## config.mk

```make
export PLATFORM = sky130hd
export DESIGN_NAME = tx_dma_irq_coalescing
export DESIGN_NICKNAME = d
export VERILOG_FILES = /design/src/hw/tx_irq_pkg.sv /design/src/hw/tx_dma_irq_coalescing.sv
export SDC_FILE = /design/constraint.sdc
export NUM_CORES = 1
export LEC_CHECK = 0
export ABC_AREA = 0
export ABC_CLOCK_PERIOD_IN_PS = 6250
export BUFFER_PORTS_ARGS = -buffer_cell sky130_fd_sc_hd__clkbuf_2
export CORE_ASPECT_RATIO = 0.9
export CORE_MARGIN = 2
export CORE_UTILIZATION = 25
export CTS_BUF_LIST = sky130_fd_sc_hd__clkbuf_16
export CTS_CLUSTER_DIAMETER = 200
export CTS_CLUSTER_SIZE = 40
export DETAILED_ROUTE_END_ITERATION = 12
export PLACE_DENSITY = 0.46
export REMOVE_ABC_BUFFERS = 1
export SETUP_SLACK_MARGIN = 0.2
export SYNTH_ARGS = -nofsm -noshare
export SYNTH_HDL_FRONTEND = slang
export SYNTH_SLANG_ARGS = --single-unit
```

## constraint.sdc

```tcl
create_clock -name clk -period 6.25 [get_ports clk]
set_input_delay 0.9375 -clock clk [delete_from_list [all_inputs] [get_ports clk]]
set_output_delay 0.9375 -clock clk [all_outputs]
set_load 0.02 [all_outputs]
```

## src/hw/tx_irq_pkg.sv

```systemverilog
// Constants for the transmit DMA channel interrupt and coalescing block.
package tx_irq_pkg;

  // ==========================================================================
  // Register addresses
  // ==========================================================================
  localparam logic [9:0] CTRL_ADDR = 10'h085;
  localparam logic [9:0] IRQ_ADDR = 10'h086;

  // ==========================================================================
  // Bit positions in the stored vector (index 0 is printed bit 31)
  // ==========================================================================
  localparam int COAL_EN_POS = 0;
  localparam int DLY_EN_POS = 1;
  localparam int ERR_EN_POS = 2;
  localparam int MASTER_EN_POS = 7;
  localparam int LOAD_POS = 8;
  localparam int IOE_SEL_POS = 9;
  localparam int ONE_BIT_POS = 10;
  localparam int MSB_ADDR_LSB = 12;
  localparam int PRELOAD_LSB = 16;
  localparam int TIMEOUT_LSB = 24;

  localparam int COAL_FLAG_POS = 0;
  localparam int DLY_FLAG_POS = 1;
  localparam int ERR_FLAG_POS = 2;
  localparam int WR_FAULT_POS = 3;
  localparam int RD_FAULT_POS = 4;
  localparam int DLY_PEND_LSB = 8;
  localparam int COAL_PEND_LSB = 10;
  localparam int COAL_CNT_LSB = 16;
  localparam int DLY_TMR_LSB = 24;

  // ==========================================================================
  // Values after reset and limits
  // ==========================================================================
  localparam logic [31:0] LOAD_MASK = 32'h0000_0100;
  localparam logic [31:0] CFG_DEFAULT = 32'h0000_0000;
  localparam logic [3:0] COAL_PEND_MAX = 4'hf;
  localparam logic [3:0] DLY_PEND_MAX = 4'h3;
  localparam logic [3:0] ONE_BIT_MAX = 4'h1;
  localparam logic [3:0] PEND_RESET = 4'h0;
  localparam logic [7:0] TIMER_RESET = 8'h00;
  localparam logic [31:0] WORD_ZERO = 32'h0000_0000;

endpackage

```

## src/hw/tx_dma_irq_coalescing.sv

```systemverilog
// Interrupt control, coalescing and status logic of one transmit DMA channel.
module tx_dma_irq_coalescing
  import tx_irq_pkg::*;
#(
  // Channel configuration attribute; the default value is arbitrary.
  parameter logic [31:0] CHANNEL_CONFIG_ATTRIBUTE = CFG_DEFAULT
) (
  input wire logic clk,
  input wire logic reset_n,
  input wire logic soft_reset,
  input wire logic [9:0] dcr_addr,
  input wire logic dcr_read,
  input wire logic dcr_write,
  input wire logic [31:0] dcr_wdata,
  output logic [31:0] dcr_rdata,
  output logic dcr_ack,
  input wire logic eop_event,
  input wire logic ioe_event,
  input wire logic error_event,
  input wire logic bus_read_fault,
  input wire logic bus_write_fault,
  input wire logic delay_tick,
  input wire logic delay_run,
  output logic tx_irq,
  output logic stream_freeze
);

  // ==========================================================================
  // Pending counter arithmetic
  // ==========================================================================
  function automatic logic [3:0] step_pend(input logic [3:0] cur,
                                           input logic inc,
                                           input logic dec,
                                           input logic [3:0] lim);
    logic [3:0] v;
    v = cur;
    if (dec && (v != 4'h0)) begin
      v = v - 4'h1;
    end
    if (inc && (v < lim)) begin
      v = v + 4'h1;
    end
    if (v > lim) begin
      v = lim;
    end
    return v;
  endfunction

  // ==========================================================================
  // State
  // ==========================================================================
  logic [31:0] ctrl_q, ctrl_d;
  logic [7:0] coal_cnt_q, coal_cnt_d;
  logic [7:0] dly_tmr_q, dly_tmr_d;
  logic [3:0] coal_pend_q, coal_pend_d;
  logic [3:0] dly_pend_q, dly_pend_d;
  logic err_q, err_d;
  logic rd_fault_q, wr_fault_q;
  logic irq_q;
  logic [31:0] rdata_q;
  logic ack_q;

  wire any_reset = !reset_n || soft_reset;

  // ==========================================================================
  // Register decode
  // ==========================================================================
  wire wr_ctrl = dcr_write && (dcr_addr == CTRL_ADDR);
  wire wr_irq = dcr_write && (dcr_addr == IRQ_ADDR);
  wire rd_ctrl = dcr_read && (dcr_addr == CTRL_ADDR);
  wire rd_irq = dcr_read && (dcr_addr == IRQ_ADDR);
  wire load_req = wr_ctrl && dcr_wdata[LOAD_POS];
  wire ack_coal = wr_irq && dcr_wdata[COAL_FLAG_POS];
  wire ack_dly = wr_irq && dcr_wdata[DLY_FLAG_POS];
  wire ack_err = wr_irq && dcr_wdata[ERR_FLAG_POS];

  // Control fields; bit positions are stored-vector indices, with index 0 the least significant bit.
  wire coal_en = ctrl_q[COAL_EN_POS];
  wire dly_en = ctrl_q[DLY_EN_POS];
  wire err_en = ctrl_q[ERR_EN_POS];
  wire master_en = ctrl_q[MASTER_EN_POS];
  wire ioe_sel = ctrl_q[IOE_SEL_POS];
  wire one_bit = ctrl_q[ONE_BIT_POS];
  wire [7:0] preload = ctrl_q[PRELOAD_LSB +: 8];
  wire [7:0] timeout = ctrl_q[TIMEOUT_LSB +: 8];
  wire [7:0] new_preload = dcr_wdata[PRELOAD_LSB +: 8];

  // The load bit is never stored, so it always reads back as zero.
  assign ctrl_d = wr_ctrl ? (dcr_wdata & ~LOAD_MASK) : ctrl_q;

  // ==========================================================================
  // Coalescing counter
  // ==========================================================================
  wire count_event = ioe_sel ? ioe_event : eop_event;
  wire coal_step = count_event && coal_en;
  wire coal_hit = coal_step && !load_req && (coal_cnt_q <= 8'h01);

  always_comb begin
    coal_cnt_d = coal_cnt_q;
    if (load_req) begin
      coal_cnt_d = new_preload;
    end else if (coal_hit) begin
      coal_cnt_d = preload;
    end else if (coal_step) begin
      coal_cnt_d = coal_cnt_q - 8'h01;
    end
  end

  // ==========================================================================
  // Delay timer
  // ==========================================================================
  // The timer restarts on every counted event and while the channel is idle.
  wire dly_match = delay_tick && delay_run && !count_event &&
                   (dly_tmr_q == timeout);
  wire dly_hit = dly_match && dly_en;

  always_comb begin
    dly_tmr_d = dly_tmr_q;
    if (count_event || !delay_run || dly_match) begin
      dly_tmr_d = TIMER_RESET;
    end else if (delay_tick) begin
      dly_tmr_d = dly_tmr_q + 8'h01;
    end
  end

  // ==========================================================================
  // Pending counters and flags
  // ==========================================================================
  wire [3:0] coal_lim = one_bit ? ONE_BIT_MAX : COAL_PEND_MAX;
  wire [3:0] dly_lim = one_bit ? ONE_BIT_MAX : DLY_PEND_MAX;

  assign coal_pend_d = step_pend(coal_pend_q, coal_hit, ack_coal,
                                 coal_lim);
  assign dly_pend_d = step_pend(dly_pend_q, dly_hit, ack_dly,
                                dly_lim);

  // A new error in the cycle of its acknowledge keeps the flag set.
  assign err_d = (error_event && err_en) || (err_q && !ack_err);

  wire coal_flag = coal_pend_q != PEND_RESET;
  wire dly_flag = dly_pend_q != PEND_RESET;
  wire irq_d = master_en &&
               ((coal_pend_d != PEND_RESET) ||
                (dly_pend_d != PEND_RESET) || err_d);

  // ==========================================================================
  // Status word
  // ==========================================================================
  logic [31:0] irq_word;
  always_comb begin
    irq_word = WORD_ZERO;
    irq_word[COAL_FLAG_POS] = coal_flag;
    irq_word[DLY_FLAG_POS] = dly_flag;
    irq_word[ERR_FLAG_POS] = err_q;
    irq_word[WR_FAULT_POS] = wr_fault_q;
    irq_word[RD_FAULT_POS] = rd_fault_q;
    irq_word[DLY_PEND_LSB +: 2] = dly_pend_q[1:0];
    irq_word[COAL_PEND_LSB +: 4] = coal_pend_q;
    irq_word[COAL_CNT_LSB +: 8] = coal_cnt_q;
    irq_word[DLY_TMR_LSB +: 8] = dly_tmr_q;
  end

  wire [31:0] rdata_d = rd_ctrl ? ctrl_q : (rd_irq ? irq_word : WORD_ZERO);

  // ==========================================================================
  // Flip-flops
  // ==========================================================================
  always_ff @(posedge clk) begin
    if (any_reset) begin
      ctrl_q <= CHANNEL_CONFIG_ATTRIBUTE & ~LOAD_MASK;
      coal_cnt_q <= CHANNEL_CONFIG_ATTRIBUTE[PRELOAD_LSB +: 8];
      dly_tmr_q <= TIMER_RESET;
      coal_pend_q <= PEND_RESET;
      dly_pend_q <= PEND_RESET;
      err_q <= 1'b0;
      irq_q <= 1'b0;
    end else begin
      ctrl_q <= ctrl_d;
      coal_cnt_q <= coal_cnt_d;
      dly_tmr_q <= dly_tmr_d;
      coal_pend_q <= coal_pend_d;
      dly_pend_q <= dly_pend_d;
      err_q <= err_d;
      irq_q <= irq_d;
    end
  end

  // Fault flags ignore every write; only a reset clears them.
  always_ff @(posedge clk) begin
    if (any_reset) begin
      rd_fault_q <= 1'b0;
      wr_fault_q <= 1'b0;
    end else begin
      rd_fault_q <= rd_fault_q || bus_read_fault;
      wr_fault_q <= wr_fault_q || bus_write_fault;
    end
  end

  always_ff @(posedge clk) begin
    if (!reset_n) begin
      rdata_q <= WORD_ZERO;
      ack_q <= 1'b0;
    end else begin
      rdata_q <= rdata_d;
      ack_q <= dcr_read || dcr_write;
    end
  end

  assign dcr_rdata = rdata_q;
  assign dcr_ack = ack_q;
  assign tx_irq = irq_q;
  assign stream_freeze = rd_fault_q || wr_fault_q;
endmodule // tx_dma_irq_coalescing

```

==> run_results.csv <==
group,metric,value,unit
route,viasPerCell,4.74,
place,place_congestion,0.843,
timing,finalClockSkew,8.88,ps
timing,setup_viol,0,
power,vdd_drop_max,111,uV
logic_synthesis,synthCells,474,
timing,final-max-slew-violation-count,0,
power,leakagePower,0.00217,uW
finish,multi_input_area,2250,um^2
place,place_inst,753,
worst_setup_path,reg2reg_depth,19,
logic_synthesis,ys_ff_latch,92,
clock_network,clockBufferDepth,2,
clock_network,cts.clk_slew.worst_paths,60,ps
worst_setup_path,cp_slowest_cell,"nor4b_4",
finish,drive_gt1_share,22.5,%
worst_setup_path,r2r_start,"coal_pend_q[0]",
logic_synthesis,seq_area_frac_synth,43.7,%
logic_synthesis,synthDistinctLibCells,54,
die,num_rows,44,
place,dp_hpwl,8.65,mm
die,die_width,141,um
global_routing,grt_pass1_vias,3574,
route,wirelength,12.0,mm
run,drv_cap,0,
worst_setup_path,endpoint_kind,"flop",
finish,fin_cells,768,
global_routing,antenna_found_initial,0,
clock_network,clock_latency,350,ps
timing,relSlewSlack,29.7,%
clock_network,cts_buffers,9,
die,die-area,17900,um^2
worst_setup_path,crit_start,"dcr_addr[3]",
finish,mostFrequentLayoutCells,"dfxtp_1 (92), clkbuf_2 (88), nand2_1 (78)",
clock_network,hold_buffers,0,
worst_setup_path,worst_ep_required_time,6480,ps
hold_path,hold-path-cell-count,2,
logic_synthesis,synth_edf_count,0,
global_routing,gr-total-overflow,0,
worst_setup_path,critPathLaunchType,"primary input",
die,start_util,25.8,%
route,drt-initial-drc-count,204,
global_routing,grt_usage,13.6,%
worst_setup_path,path_delay_family,"compound AO/OA/AOI/OAI gates",
finish,fin_area,5120,um^2
finish,area_delta_synth_final,21.7,%
logic_synthesis,ys_warn_count,0,
clock_network,cts_tree,"done",
worst_setup_path,crit_path_max_fanout,9,
hold_path,hold_end,"ctrl_q[5]",
place,portBuffers,88,
global_routing,grt_max_degree,46,
place,placedInstanceArea,4870,um^2
timing,hold_violations,0,
route,ant_nets,0,
worst_setup_path,crit_buf_inv,2,
die,io_pins,89,
finish,nFillCells,1738,
logic_synthesis,synthArstFlopShare,0,%
die,dieHeight,127,um
worst_setup_path,crit_chain,"clkbuf_2, nor4b_4, nand4b_4, nor2_1, xnor2_1, inv_1, ha_1, a21o_1, a211oi_1, nand3_2, a21oi_4, nand4_1, xnor2_1, ha_1, o21bai_1, o31ai_4, and2_1, o311a_1",
clock_network,h-tree-depth,3,
worst_setup_path,r2r_end,"tx_irq",
finish,layout.cells.most_common,"dfxtp_1",
route,first_pass_iters,4,
timing,tns,0,ps
finish,finalNetCount,627,
worst_setup_path,crit_type,"primary input to flop",
timing,fmax,0.204,GHz
timing,period_share,78.5,%
logic_synthesis,yosys-top-cells-area,"dfxtp_1 (44%), nand2_1 (7.0%), a21oi_1 (5.6%), a22o_1 (5.0%), ha_1 (4.8%)",
power,pwr_density_cell,219,nW/um^2
worst_setup_path,arrival,5140,ps
finish,diodes,0,
outcome,outcome,"completed",
clock_network,clkSinkCount,92,
timing,worst_pin_slew,1050,ps
logic_synthesis,synth_top_area_share,43.7,%
route,wire_per_inst,15.6,um
worst_setup_path,max_stage_delay,510,ps
logic_synthesis,synth_largest_area_cell,"dfxtp_1",
finish,seqCellArea,1840,um^2
timing,min_period,4910,ps
hold_path,hold_class,"flop to flop",
logic_synthesis,synth_ff_type,"dfxtp_1",
global_routing,grt_pass1_wl,18.7,mm
timing,rsz0062_at_grt,"no",
clock_network,cts_setup_buffers,0,
power,power,1120,uW
route,drc,0,
logic_synthesis,syn_area,4210,um^2
clock_network,root_buffer,"clkbuf_16",
worst_setup_path,ff2ff_setup_slack,1450,ps
clock_network,cts_resized,0,
die,core_area,16300,um^2
hold_path,min_from,"ctrl_q[5]",
logic_synthesis,syn_avg_cell_area,8.88,um^2
route,via_count,3642,
how the worst max path moves through the flow:
stage,to,slack [ps],cells past startpoint
3_5_place_dp,tx_irq,1010,18
6_report,tx_irq,1340,18
2_1_floorplan,tx_irq,1570,17
5_1_grt,tx_irq,1040,18
3_3_place_gp,tx_irq,1180,18
4_1_cts,tx_irq,1360,18
cells by family (layout without fill, tap and decap cells):
| group | count (synthesis) | after routing | share of synthesized area (%) |
|---|---|---|---|
| buffers and inverters | 36 | 122 | 3.21 |
| other | 1 | 2 | 0.0891 |
| DFF | 92 | 92 | 43.7 |
| and+or+nand+nor | 192 | 192 | 23.7 |
| adders and majority gates | 16 | 16 | 4.75 |
| xor gates and xnor gates | 24 | 24 | 5.80 |
| muxes | 7 | 7 | 1.72 |
| AOI/OAI and AO/OA | 106 | 106 | 17.0 |
final cells by class:
cell class	count	area share, %
tap	207	5.05
clock inverter	6	0.488
multi-input combinational	347	43.8
timing repair buffer	92	9.18
clock buffer	9	4.39
inverter	15	1.10
sequential	92	35.9
through the flow:
| stage | hold slack, ps | util (%) | worst slack [ps] |
|---|---|---|---|
| 3_5_place_dp | 449 | 29.9 | 1010 |
| 6_report | 452 | 31.4 | 1340 |
| 3_3_place_gp | 435 | 29.9 | 1180 |
| 2_1_floorplan | 430 | - | 1570 |
| 4_1_cts | 458 | 31.4 | 1360 |
| 5_1_grt | 473 | 31.4 | 1040 |
metal layers:
| layer | wire, um | GRT usage [%] | up-vias |
|---|---|---|---|
| li1 | - | - | 1818 |
| met1 | 5400 | 16.8 | 1748 |
| met2 | 5650 | 22.5 | 68 |
| met3 | 758 | 5.02 | 8 |
| met4 | 159 | 3.41 | 0 |
| met5 | 0 | 0 | - |
report_power, final:
part	internal [uW]	switching, uW	leakage (uW)	total, uW
combinational	22.1	28.1	0.00129	50.2
clock	260	222	0.000133	483
sequential	589	2.06	0.000743	591
registers in the layout, indices dropped and copies added, names as in the netlist, 4 cells and up:
register and count:
coal_pend_q 4, dly_pend_q 4, ctrl_q 31, dcr_rdata 32, dly_tmr_q 8, coal_cnt_q 8
worst register-to-register path, stage by stage (launching register included):
cell and delay [ps]:
dfxtp_1 560, inv_1 130, ha_1 240, nor3b_1 170, nand4b_4 270, nor2_1 180
xnor2_1 130, inv_1 100, ha_1 310, a21o_1 170, a211oi_1 340, nand3_2 150
a21oi_4 200, nand4_1 140, xnor2_1 270, ha_1 320, o21bai_1 350, o31ai_4 140
and2_1 190, o311a_1 340
Yosys cell counts, drive strengths merged, types with 5 or more instances:
master,n
dfxtp,92
nand2,78
a21oi,48
nor2,42
a22o,25
clkbuf,18
ha,16
inv,15
xor2,15
and2,12
nand4,11
nor3,10
xnor2,9
o21ai,7
a211oi,6
and3,6
nand3,6
mux2i,5
nand2b,5
No activity file was read; power rests on OpenSTA's default activity.
